===== src/shared/motion_pkg.sv =====
package motion_pkg;
  // ****************************************
  // widths and limits
  // ****************************************
  localparam int SPEED_W = 12;
  localparam int ACC_W = 8;
  localparam int COUNT_W = 20;
  localparam int SET_W = 8;
  localparam int PERIOD_W = 24;
  localparam int FIFO_DEPTH = 8;
  localparam logic [COUNT_W-1:0] COUNT_LAST = 20'h0_0001;
  localparam logic [SET_W-1:0] SETTING_RESET = 8'h0A;

  // ****************************************
  // timing
  // ****************************************
  localparam int CLK_PERIOD_NS = 25;
  localparam int BASE_TICK_NS = 1_024_000;
  localparam int BASE_TICK_CYCLES = BASE_TICK_NS / CLK_PERIOD_NS;

  // ****************************************
  // argument encodings
  // ****************************************
  localparam logic [1:0] AXIS_SEL_X = 2'h1;
  localparam logic [1:0] AXIS_SEL_Y = 2'h2;
  localparam logic DIR_CW = 1'b0;
  localparam logic DIR_CCW = 1'b1;

  typedef enum logic [3:0] {
    OP_STOP_X, OP_STOP_Y, OP_STOP_ALL, OP_HOME_LOW, OP_HOME_HIGH,
    OP_MOVE_LOW, OP_MOVE_HIGH, OP_MOVE_NORM, OP_RUN_LOW, OP_RUN_HIGH,
    OP_CHANGE_SPEED, OP_SLOW_STOP
  } cmd_op_type;

  typedef enum logic [1:0] {MODE_COUNT, MODE_RUN, MODE_HOME} move_mode_type;

  typedef struct packed {
    cmd_op_type op;
    logic [1:0] axis;
    logic dir;
    logic [COUNT_W-1:0] count;
    logic [SPEED_W-1:0] speed;
  } cmd_entry_type;
endpackage : motion_pkg


===== src/shared/axis_link_if.sv =====
`timescale 1ns/100ps
interface axis_link_if;
  import motion_pkg::*;
  logic tick;
  logic start;
  logic stop;
  logic change;
  logic slow_stop;
  logic home_hit;
  logic dir;
  move_mode_type mode;
  logic [SPEED_W-1:0] speed;
  logic [SPEED_W-1:0] low_speed;
  logic [ACC_W-1:0] accel;
  logic [COUNT_W-1:0] count;
  logic [PERIOD_W-1:0] period_len;
  logic running;
  logic pulse;
  logic dir_out;
  modport ctrl (
    output tick, start, stop, change, slow_stop, home_hit, dir, mode,
    output speed, low_speed, accel, count, period_len,
    input running, pulse, dir_out
  );
  modport axis (
    input tick, start, stop, change, slow_stop, home_hit, dir, mode,
    input speed, low_speed, accel, count, period_len,
    output running, pulse, dir_out
  );
endinterface : axis_link_if


===== src/hw/pulse_axis.sv =====
`timescale 1ns/100ps
module pulse_axis
  import motion_pkg::*;
(
  // clock and reset
  input wire logic core_clk_i,
  input wire logic rst_i,
  // command side
  axis_link_if.axis lnk
);
  // ****************************************
  // state
  // ****************************************
  logic running_q;
  logic dir_q;
  logic pulse_q;
  move_mode_type mode_q;
  logic [SPEED_W-1:0] speed_q;
  logic [SPEED_W-1:0] target_q;
  logic [SPEED_W-1:0] accel_ext;
  logic [COUNT_W-1:0] remain_q;
  logic [PERIOD_W-1:0] acc_q;
  logic [PERIOD_W:0] acc_sum;
  logic [PERIOD_W:0] acc_wrap;
  logic pulse_d;
  logic launch;
  logic count_done;
  logic home_done;
  logic slow_done;

  // rate generator: speed pulses spread over one profile period
  assign acc_sum = {1'b0, acc_q} + {{(PERIOD_W+1-SPEED_W){1'b0}}, speed_q};
  assign acc_wrap = acc_sum - {1'b0, lnk.period_len};
  assign pulse_d = running_q && (acc_sum >= {1'b0, lnk.period_len});
  assign accel_ext = {{(SPEED_W-ACC_W){1'b0}}, lnk.accel};
  // a zero count move never starts; change-speed from rest starts a run
  assign launch = (lnk.start && !(lnk.mode == MODE_COUNT && lnk.count == '0))
    || (lnk.change && !running_q);
  assign count_done = mode_q == MODE_COUNT && pulse_d && remain_q == COUNT_LAST;
  // origin checked per update, so latency tracks the period
  assign home_done = mode_q == MODE_HOME && lnk.tick && lnk.home_hit;
  assign slow_done = target_q == '0 && speed_q == '0;

  // run flag; a stop beats any start in the same cycle
  always_ff @(posedge core_clk_i) begin
    if (rst_i) begin
      running_q <= 1'b0;
    end else if (lnk.stop) begin
      running_q <= 1'b0;
    end else if (launch) begin
      running_q <= 1'b1;
    end else if (count_done || home_done || slow_done) begin
      running_q <= 1'b0;
    end
  end

  // mode and direction latch only from rest
  always_ff @(posedge core_clk_i) begin
    if (rst_i) begin
      mode_q <= MODE_RUN;
      dir_q <= DIR_CW;
    end else if (launch) begin
      mode_q <= lnk.change ? MODE_RUN : lnk.mode;
      dir_q <= lnk.dir;
    end
  end

  // target speed; repeated changes are taken while moving
  always_ff @(posedge core_clk_i) begin
    if (rst_i) begin
      target_q <= '0;
    end else if (launch || lnk.change) begin
      target_q <= lnk.speed;
    end else if (lnk.slow_stop) begin
      target_q <= '0;
    end
  end

  // speed ramps by the accel step once per profile update
  always_ff @(posedge core_clk_i) begin
    if (rst_i) begin
      speed_q <= '0;
    end else if (launch) begin
      speed_q <= (lnk.speed < lnk.low_speed) ? lnk.speed : lnk.low_speed;
    end else if (!running_q) begin
      speed_q <= '0;
    end else if (lnk.tick) begin
      if (speed_q < target_q) begin
        speed_q <= (target_q - speed_q > accel_ext) ?
          speed_q + accel_ext : target_q;
      end else if (speed_q > target_q) begin
        speed_q <= (speed_q - target_q > accel_ext) ?
          speed_q - accel_ext : target_q;
      end
    end
  end

  // remaining pulses of a count move
  always_ff @(posedge core_clk_i) begin
    if (rst_i) begin
      remain_q <= '0;
    end else if (launch) begin
      remain_q <= lnk.count;
    end else if (pulse_d && mode_q == MODE_COUNT) begin
      remain_q <= remain_q - COUNT_LAST;
    end
  end

  // phase accumulator and registered pulse
  always_ff @(posedge core_clk_i) begin
    if (rst_i || launch || !running_q) begin
      acc_q <= '0;
    end else begin
      acc_q <= pulse_d ? acc_wrap[PERIOD_W-1:0] : acc_sum[PERIOD_W-1:0];
    end
  end

  always_ff @(posedge core_clk_i) begin
    if (rst_i) begin
      pulse_q <= 1'b0;
    end else begin
      pulse_q <= pulse_d;
    end
  end

  assign lnk.running = running_q;
  assign lnk.pulse = pulse_q;
  assign lnk.dir_out = dir_q;
endmodule : pulse_axis


===== src/hw/two_axis_motion_command_unit.sv =====
`timescale 1ns/100ps
module two_axis_motion_command_unit
  import motion_pkg::*;
#(
  parameter int TICK_CYCLES = BASE_TICK_CYCLES,
  parameter int DEPTH = FIFO_DEPTH
) (
  // clock and reset
  input wire logic core_clk_i,
  input wire logic rst_i,
  // command port
  input wire logic cmd_valid_i,
  input wire cmd_op_type cmd_op_i,
  input wire logic [1:0] cmd_axis_i,
  input wire logic cmd_dir_i,
  input wire logic [COUNT_W-1:0] cmd_count_i,
  input wire logic [SPEED_W-1:0] cmd_speed_i,
  output logic cmd_ready_o,
  // motion configuration
  input wire logic [SET_W-1:0] profile_period_setting_i,
  input wire logic [ACC_W-1:0] accel_step_i,
  input wire logic [SPEED_W-1:0] low_speed_i,
  input wire logic [SPEED_W-1:0] high_speed_i,
  // machine switches, active high
  input wire logic [1:0] origin_switch_inputs_i,
  // motor drive
  output logic [1:0] pulse_o,
  output logic [1:0] dir_o,
  // status
  output logic first_axis_stopped_flag_o,
  output logic second_axis_stopped_flag_o,
  output logic fifo_empty_o,
  output logic fifo_full_o
);
  localparam int PTR_W = $clog2(DEPTH);
  localparam int CNT_W = PTR_W + 1;
  localparam int TICK_W = $clog2(TICK_CYCLES + 1);

  // ****************************************
  // helpers
  // ****************************************
  // axis code per lane
  function automatic logic [1:0] axis_code(input int idx);
    axis_code = (idx == 0) ? AXIS_SEL_X : AXIS_SEL_Y;
  endfunction : axis_code

  function automatic move_mode_type mode_of(input cmd_op_type op);
    case (op)
      OP_HOME_LOW, OP_HOME_HIGH: mode_of = MODE_HOME;
      OP_MOVE_LOW, OP_MOVE_HIGH, OP_MOVE_NORM: mode_of = MODE_COUNT;
      default: mode_of = MODE_RUN;
    endcase
  endfunction : mode_of

  // host keeps normal and change speeds legal, so they pass unchecked
  function automatic logic [SPEED_W-1:0] speed_of(input cmd_op_type op,
      input logic [SPEED_W-1:0] given, input logic [SPEED_W-1:0] lo,
      input logic [SPEED_W-1:0] hi);
    case (op)
      OP_HOME_LOW, OP_MOVE_LOW, OP_RUN_LOW: speed_of = lo;
      OP_HOME_HIGH, OP_MOVE_HIGH, OP_RUN_HIGH: speed_of = hi;
      default: speed_of = given;
    endcase
  endfunction : speed_of

  // ****************************************
  // origin switch synchronisers
  // ****************************************
  logic [1:0] org_s1_q;
  logic [1:0] org_s2_q;
  logic [1:0] org_s3_q;
  logic [1:0] org_q;

  always_ff @(posedge core_clk_i) begin
    if (rst_i) begin
      org_s1_q <= '0;
      org_s2_q <= '0;
      org_s3_q <= '0;
    end else begin
      org_s1_q <= origin_switch_inputs_i;
      org_s2_q <= org_s1_q;
      org_s3_q <= org_s2_q;
    end
  end

  // level moves only when stages two and three agree
  always_ff @(posedge core_clk_i) begin
    if (rst_i) begin
      org_q <= '0;
    end else begin
      org_q <= (org_s2_q & org_s3_q) | (org_q & (org_s2_q | org_s3_q));
    end
  end

  // ****************************************
  // profile period divider
  // ****************************************
  logic [TICK_W-1:0] tick_cnt_q;
  logic [SET_W-1:0] per_cnt_q;
  logic [SET_W-1:0] setting_q;
  logic [PERIOD_W-1:0] period_len_q;
  logic base_tick;
  logic update_tick;

  assign base_tick = tick_cnt_q == TICK_W'(TICK_CYCLES - 1);
  // one update per setting plus one ticks
  assign update_tick = base_tick && per_cnt_q == setting_q;

  always_ff @(posedge core_clk_i) begin
    if (rst_i || base_tick) begin
      tick_cnt_q <= '0;
    end else begin
      tick_cnt_q <= tick_cnt_q + 1'b1;
    end
  end

  always_ff @(posedge core_clk_i) begin
    if (rst_i || update_tick) begin
      per_cnt_q <= '0;
    end else if (base_tick) begin
      per_cnt_q <= per_cnt_q + 1'b1;
    end
  end

  // setting taken at period boundaries so a period is never torn
  always_ff @(posedge core_clk_i) begin
    if (rst_i) begin
      setting_q <= SETTING_RESET;
      period_len_q <= PERIOD_W'((int'(SETTING_RESET) + 1) * TICK_CYCLES);
    end else if (update_tick) begin
      setting_q <= profile_period_setting_i;
      period_len_q <=
        PERIOD_W'((int'(profile_period_setting_i) + 1) * TICK_CYCLES);
    end
  end

  // ****************************************
  // command queue
  // ****************************************
  cmd_entry_type mem_q [DEPTH];
  cmd_entry_type head;
  logic [PTR_W-1:0] wr_ptr_q;
  logic [PTR_W-1:0] rd_ptr_q;
  logic [CNT_W-1:0] count_q;
  logic [1:0] running;
  logic is_stop;
  logic take;
  logic push;
  logic pop;
  logic stop_all;
  logic stop_x;
  logic stop_y;
  logic immediate;
  logic axis_free;
  logic head_legal;
  logic [COUNT_W-1:0] head_mag;
  logic head_dir;

  // stops bypass the queue, so they are taken even when it is full
  assign is_stop = cmd_op_i == OP_STOP_X || cmd_op_i == OP_STOP_Y
    || cmd_op_i == OP_STOP_ALL;
  assign fifo_full_o = count_q == CNT_W'(DEPTH);
  assign fifo_empty_o = count_q == '0;
  assign cmd_ready_o = is_stop || !fifo_full_o;
  assign take = cmd_valid_i && cmd_ready_o;
  assign push = take && !is_stop;
  assign stop_all = take && cmd_op_i == OP_STOP_ALL;
  assign stop_x = stop_all || (take && cmd_op_i == OP_STOP_X);
  assign stop_y = stop_all || (take && cmd_op_i == OP_STOP_Y);

  assign head = mem_q[rd_ptr_q];
  assign head_legal = head.axis == AXIS_SEL_X || head.axis == AXIS_SEL_Y;
  assign immediate = head.op == OP_CHANGE_SPEED || head.op == OP_SLOW_STOP;
  assign axis_free = (head.axis == AXIS_SEL_Y) ? !running[1] : !running[0];
  // moves wait for their axis to rest; a bad axis code is dropped
  assign pop = !fifo_empty_o && !stop_x && !stop_y
    && (!head_legal || immediate || axis_free);

  assign head_mag = head.count[COUNT_W-1] ? -head.count : head.count;
  assign head_dir = (mode_of(head.op) == MODE_COUNT) ?
    (head.count[COUNT_W-1] ? DIR_CCW : DIR_CW) : head.dir;

  always_ff @(posedge core_clk_i) begin
    if (push) begin
      mem_q[wr_ptr_q] <= '{cmd_op_i, cmd_axis_i, cmd_dir_i, cmd_count_i,
        cmd_speed_i};
    end
  end

  always_ff @(posedge core_clk_i) begin
    if (rst_i || stop_all) begin
      wr_ptr_q <= '0;
      rd_ptr_q <= '0;
      count_q <= '0;
    end else begin
      wr_ptr_q <= wr_ptr_q + PTR_W'(push);
      rd_ptr_q <= rd_ptr_q + PTR_W'(pop);
      count_q <= count_q + CNT_W'(push) - CNT_W'(pop);
    end
  end

  // ****************************************
  // axis lanes
  // ****************************************
  axis_link_if lnk [2] ();

  for (genvar i = 0; i < 2; i++) begin : g_axis
    logic hit;
    assign hit = pop && head.axis == axis_code(i);
    assign lnk[i].tick = update_tick;
    assign lnk[i].start = hit && !immediate;
    assign lnk[i].change = hit && head.op == OP_CHANGE_SPEED;
    assign lnk[i].slow_stop = hit && head.op == OP_SLOW_STOP;
    assign lnk[i].stop = (i == 0) ? stop_x : stop_y;
    assign lnk[i].home_hit = org_q[i];
    assign lnk[i].dir = head_dir;
    assign lnk[i].mode = mode_of(head.op);
    assign lnk[i].speed = speed_of(head.op, head.speed, low_speed_i,
      high_speed_i);
    assign lnk[i].low_speed = low_speed_i;
    assign lnk[i].accel = accel_step_i;
    assign lnk[i].count = head_mag;
    assign lnk[i].period_len = period_len_q;
    assign running[i] = lnk[i].running;
    assign pulse_o[i] = lnk[i].pulse;
    assign dir_o[i] = lnk[i].dir_out;
    pulse_axis u_axis (
      .core_clk_i(core_clk_i),
      .rst_i(rst_i),
      .lnk(lnk[i])
    );
  end

  assign first_axis_stopped_flag_o = !running[0];
  assign second_axis_stopped_flag_o = !running[1];

  // ****************************************
  // checks
  // ****************************************
  logic [PERIOD_W-1:0] gap_q;
  logic gap_seen_q;

  always_ff @(posedge core_clk_i) begin
    if (rst_i) begin
      gap_q <= '0;
      gap_seen_q <= 1'b0;
    end else if (update_tick) begin
      gap_q <= '0;
      gap_seen_q <= 1'b1;
    end else begin
      gap_q <= gap_q + 1'b1;
    end
  end
endmodule : two_axis_motion_command_unit


===== config.mk =====
export PLATFORM = sky130hd
export DESIGN_NAME = two_axis_motion_command_unit
export DESIGN_NICKNAME = d
export VERILOG_FILES = /design/src/shared/motion_pkg.sv /design/src/shared/axis_link_if.sv /design/src/hw/pulse_axis.sv /design/src/hw/two_axis_motion_command_unit.sv
export SDC_FILE = /design/constraint.sdc
export NUM_CORES = 1
export LEC_CHECK = 0
export ABC_AREA = 0
export BUFFER_PORTS_ARGS = -buffer_cell sky130_fd_sc_hd__buf_2
export CAP_MARGIN = 20
export CORE_MARGIN = 8
export CORE_UTILIZATION = 45
export DETAILED_ROUTE_END_ITERATION = 10
export PLACE_DENSITY = 0.64
export SKIP_CTS_REPAIR_TIMING = 1
export SLEW_MARGIN = 20
export SYNTH_ARGS = -nofsm -noshare
export SYNTH_HDL_FRONTEND = slang
export SYNTH_HIERARCHICAL = 1
export SYNTH_SLANG_ARGS = --single-unit

===== constraint.sdc =====
create_clock -name core_clk_i -period 13.27 [get_ports core_clk_i]
set_input_delay 0.6635 -clock core_clk_i [delete_from_list [all_inputs] [get_ports core_clk_i]]
set_output_delay 0.6635 -clock core_clk_i [all_outputs]
set_load 0.1 [all_outputs]

# Word-level counts from Yosys, hierarchy flattened
# Memory sizes are Yosys's and may differ from the RTL's. A register that Yosys moved wholly into a read port is not among the register bits.
# Index checks and enable logic that the tools add are counted.
# totals
reg_bits	207
mem_bits_rw	312
inputBits	84
output_inout_bits	9
wordCells	222
memories	1
# mem_list
name	words	word_bits	rd	rd_ports_with_merged_regs	write_ports	line_no	text
mem_q	8	39	1	1	1	two_axis_motion_command_unit.sv:140	cmd_entry_type mem_q [DEPTH];
# op_classes
addsub	22
mul	1
order_cmp	11
n_eq_ne	24
mux	40
bitwise	4
reduce_logical	92
# ops
op	n
$mux 12	19
$mux 20	5
$add 24x12->25	2
$ge 25x24->1	2
$gt 12x8->1	4
$logic_not 12->1	4
$mux 24	2
$sub 12x12->12	4
$sub 24x24->24	2
$eq 20x1->1 const B	2
$sub 20x1->20 const B	2
$lt 12x12->1	3
$logic_and 1x1->1	34
$add 12x8->12	2
$gt 12x12->1	2
$logic_or 1x1->1	24
$pmux 12 s2	1
$sub 12x8->12	2
$eq 4x4->1 const B	5
$logic_not 20->1	1
$neg 20->20	1
$add 16x1->16 const B	1
$eq 16x16->1 const B	1
$eq 4x3->1 const B	4
27 further kinds	65

# Depth between registers and ports, before layout
# logic_depth
ltp_word	17
mapped_depth	21
mapped_depth_nobuf	20

# Modules after synthesis
# The synthesis kept the hierarchy.
# by_module_without_submodules
mod	instances	cells_each	area_each_um2	seq_area_each_um2
two_axis_motion_command_unit	1	1009	15935.3	10590.2
pulse_axis (g_axis[0].u_axis)	1	1058	8266.7	1461.4
pulse_axis (g_axis[1].u_axis)	1	1038	8031.5	1461.4

# Worst setup path after synthesis
# OpenSTA, ideal clock, no wires.
# synth_timing
path_type	register -> register
start	register rd_ptr_q[1] (netlist name)
end	register g_axis[1].u_axis.dir_q
setup_ns	0.071
arrival_time_ns	4.791
required_ns	13.199
setup_slack_ns	8.408
path_stages_with_launch	21
n_path_buf	7
synth_period_minus_slack_ns	4.862
cell_sequence	dfxtp_1 -> buf_6 -> buf_6 -> buf_2 -> clkbuf_1 -> buf_2 -> mux4_2 -> nand2_1 -> and2_1 -> ha_1 -> nand3_1 -> o31ai_1 -> xor2_1 -> nor4_1 -> nand4_1 -> o41ai_4 -> o21a_1 -> clkbuf_1 -> clkbuf_1 -> nand2_1 -> a21oi_1
# synth_lines
element	line_no	text
to (signal assigned)	pulse_axis.sv:64	dir_q <= lnk.dir;
to (decl)	pulse_axis.sv:15	logic dir_q;

==> summary.txt <==
Cells and area
  – Multi-input logic area: 17450 µm²
  – Register area: 13520 µm²
  – Fill cell count: 6481
  – Final Util: 0.4982
  – # nets final: 3508
  – Diode count: 0
  – Most frequent cells in the layout: edfxtp_1, ha_1, nand2_1, a21oi_1, nor2_1
  – Leading cell type in the layout, fill and taps excluded: edfxtp_1
  – Share of cells above drive strength 1: 0.1193
  – Layout area overhead: 10.10%

Run
  – Max Cap Violations: 0

Route
  – Routed WL: 84.12 mm
  – Routed len/inst: 20.17 µm
  – Vias per cell: 5.711
  – Initial drt markers: 1859
  – Via count: 23820
  – DR DRC count: 0
  – Drt pass-1 iters: 6
  – Antenna violation net count after detailed routing: 0

Timing
  – Period minus WS final: 6.440 ns
  – Worst setup margin: 6.830 ns
  – Worst Skew: 0.06536 ns
  – Setup violators final: 0
  – Final Hold Viols: 0
  – Max Slew Vio Count: 0
  – Slew margin rel.: 0.2648
  – Final hold slack: 0.2650 ns
  – Tcrit/Tclk final: 0.4853
  – Final setup TNS: 0 ns
  – RSZ-0062 raised after global routing: false
  – Worst-Margin Slew: 1.095 ns
  – Fmax: 155.3 MHz

Run status
  – Outcome: complete, no violations

Die
  – Initial Util: 0.4525
  – Num rows: 98
  – Ports: 93
  – Core Area: 71240 µm²
  – Die footprint: 80450 µm²
  – Die width: 283.6 µm
  – Die Y: 283.6 µm

Worst setup path
  – Crit-path max FO: 42
  – CP max stage cell: nand3_1
  – Buffers and inverters on the worst path: 1
  – Worst endpoint required time: 13.84 ns
  – Crit end category: flop
  – Critical Path AT: 7.01 ns
  – Kind of critical path: reg2reg
  – CP most frequent cell: nand3_1
  – Critical Path Max Stage Delay: 0.88 ns
  – Setup crit start kind: flop
  – Cell class contributing the biggest share of worst-path delay: simple AND/OR/NAND/NOR gates
  – Worst path cell trace: buf_4 > mux4_2 > mux2_2 > nor4b_2 > nand2_2 > o41ai_2 > xnor2_1 > nor4_1 > nand4_1 > o41ai_4 > nand3_1 > or4_1 > nand3_1

Pwr
  – Sw Ratio: 0.4366
  – Clock Power Share: 0.195
  – Switching Power: 3.517 mW
  – Worst VDD drop: 0.0001447 V
  – Int Pwr: 4.538 mW
  – Leakage: 13.71 nW
  – Final Power: 8.054 mW
  – Comb power frac: 0.544
  – Seq pwr share: 0.261
  – Pwr Density: 227.0 nW/µm²

Synth
  – Cells after synthesis: 3105
  – Async S/R FF share, synth: 0
  – Synth Register Bits: 519
  – Avg Inst Size Synth: 10.38 µm²
  – Synth area leaders: edfxtp_1, dfxtp_1, ha_1
  – Post-synth EDFFs: 312
  – Post-synth top area cell: edfxtp_1
  – Share of the synthesized area in the top cell type: 0.2907
  – Main synth FF type: edfxtp_1
  – Synth Warn #: 6
  – Post-synth cell types: 115
  – Mapped cell area: 32230 µm²
  – Seq/Total Area, Yosys: 0.4192

Global routing
  – First-pass GRT wire length: 132.5 mm
  – M3 GR Usage: 0.02417
  – GR peak layer: met2
  – Grt total ovfl: 0
  – Met1 GRT Util: 0.2662
  – Largest net degree at the start of global routing: 58
  – Vias in the first global route: 23400
  – M2 GR Usage: 0.3434
  – Initial antenna violation count: 3
  – GR Util All Layers: 0.2023

Hold path
  – Min-delay worst type: in2reg

Clock tree
  – Largest buffer count on any clock path: 3
  – Clock Tree Root: clkbuf_16
  – Clk Latency, worst-skew pair: 0.65 ns
  – H-Tree Depth: 2
  – Reg clk slew, reported paths: 0.06 ns
  – CTS tree: done
  – CTS Sinks: 519
  – Num CTS Buffers: 55

Placed design
  – Number of buffers added on ports: 92
  – Placement Setup Slack: 6.744 ns
  – Routability congestion estimate: 0.9290
  – Post-DP HPWL: 59.84 mm
## metrics by stage
| stage | area (µm²) | cells |
|---|---|---|
| after CTS | 35460 | 4169 |
| after detailed placement | 33600 | 4067 |
| final | 35490 | 4170 |
| after floorplan | 32330 | 3130 |
| after global placement | 33600 | 4067 |
| after global routing | 35490 | 4170 |
## synthesized netlist by cell type (all sizes together) (74+ instances only)
cell type	instances
edfxtp	312
ha	235
nand2	234
a21oi	217
nor2	214
dfxtp	207
inv	207
xnor2	151
o21ai	131
xor2	87
nand3	79
mux4	78
mux2i	74
## path summary, 6_finish.rpt
check	from	end	slack, ns	cells after the start
max	rd_ptr_q[1]$_SDFF_PP0_	g_axis[1].u_axis/acc_q[22]$_SDFF_PP0_	6.83	13
max reg2reg	rd_ptr_q[1]$_SDFF_PP0_	g_axis[1].u_axis/acc_q[22]$_SDFF_PP0_	6.83	13
min	origin_switch_inputs_i[1]	org_s1_q[1]$_SDFF_PP0_	0.26	2
min reg2reg	org_s1_q[1]$_SDFF_PP0_	org_s2_q[1]$_SDFF_PP0_	0.45	1
## routing by layer
layer,wire length [µm],vias to the layer above
met2,40460,654
met1,36930,11460
met4,2818,0
met3,3911,156
li1,-,11550
met5,0,-
## power by group through the flow
stage	registers (mW)	clock network, mW	logic, mW
after floorplan	2.02	0	3.38
after global placement	2.13	0	4.30
after detailed placement	2.13	0	4.32
after CTS	2.10	1.60	4.35
after global routing	2.12	1.67	4.81
final	2.10	1.57	4.38
## layout make-up
cell class              count  area share
clock buffers              71     0.04132
clock inverters            31     0.01118
inverters                 208     0.02200
multi-input cells        2272      0.4917
flip-flops and latches    519      0.3810
well taps                 950     0.03349
repair buffers            119     0.01932
## flip-flops by register name (all words and copies together) (netlist names), 3 cells and up
name / flops
g_axis.u_axis/target_q: 24
count_q: 4
per_cnt_q: 8
mem_q: 312
wr_ptr_q: 3
rd_ptr_q: 3
g_axis.u_axis/mode_q: 4
g_axis.u_axis/remain_q: 40
g_axis.u_axis/acc_q: 48
tick_cnt_q: 16
lnk.period_len: 11
setting_q: 8
g_axis.u_axis/speed_q: 24
## worst register-to-register path, cell delays in order, from the launching register on
cell and delay [ns]:
dfxtp_4 0.83, buf_4 0.64, mux4_2 0.59, mux2_2 0.30
nor4b_2 0.35, nand2_2 0.22, o41ai_2 0.39, xnor2_1 0.18
nor4_1 0.33, nand4_1 0.21, o41ai_4 0.61, nand3_1 0.88
or4_1 0.78, nand3_1 0.08
## kinds of logic after synthesis
logic type / count (synthesis) / share of synthesized area
compound gates: 700 / 0.1486
xor+xnor: 238 / 0.06467
fa+ha+maj: 249 / 0.09991
buf+inv: 339 / 0.04456
flops: 519 / 0.4192
mux: 169 / 0.08400
other cells: 1 / 0.0001163
simple gates: 890 / 0.1389
Power figures use the tool's default switching activity.
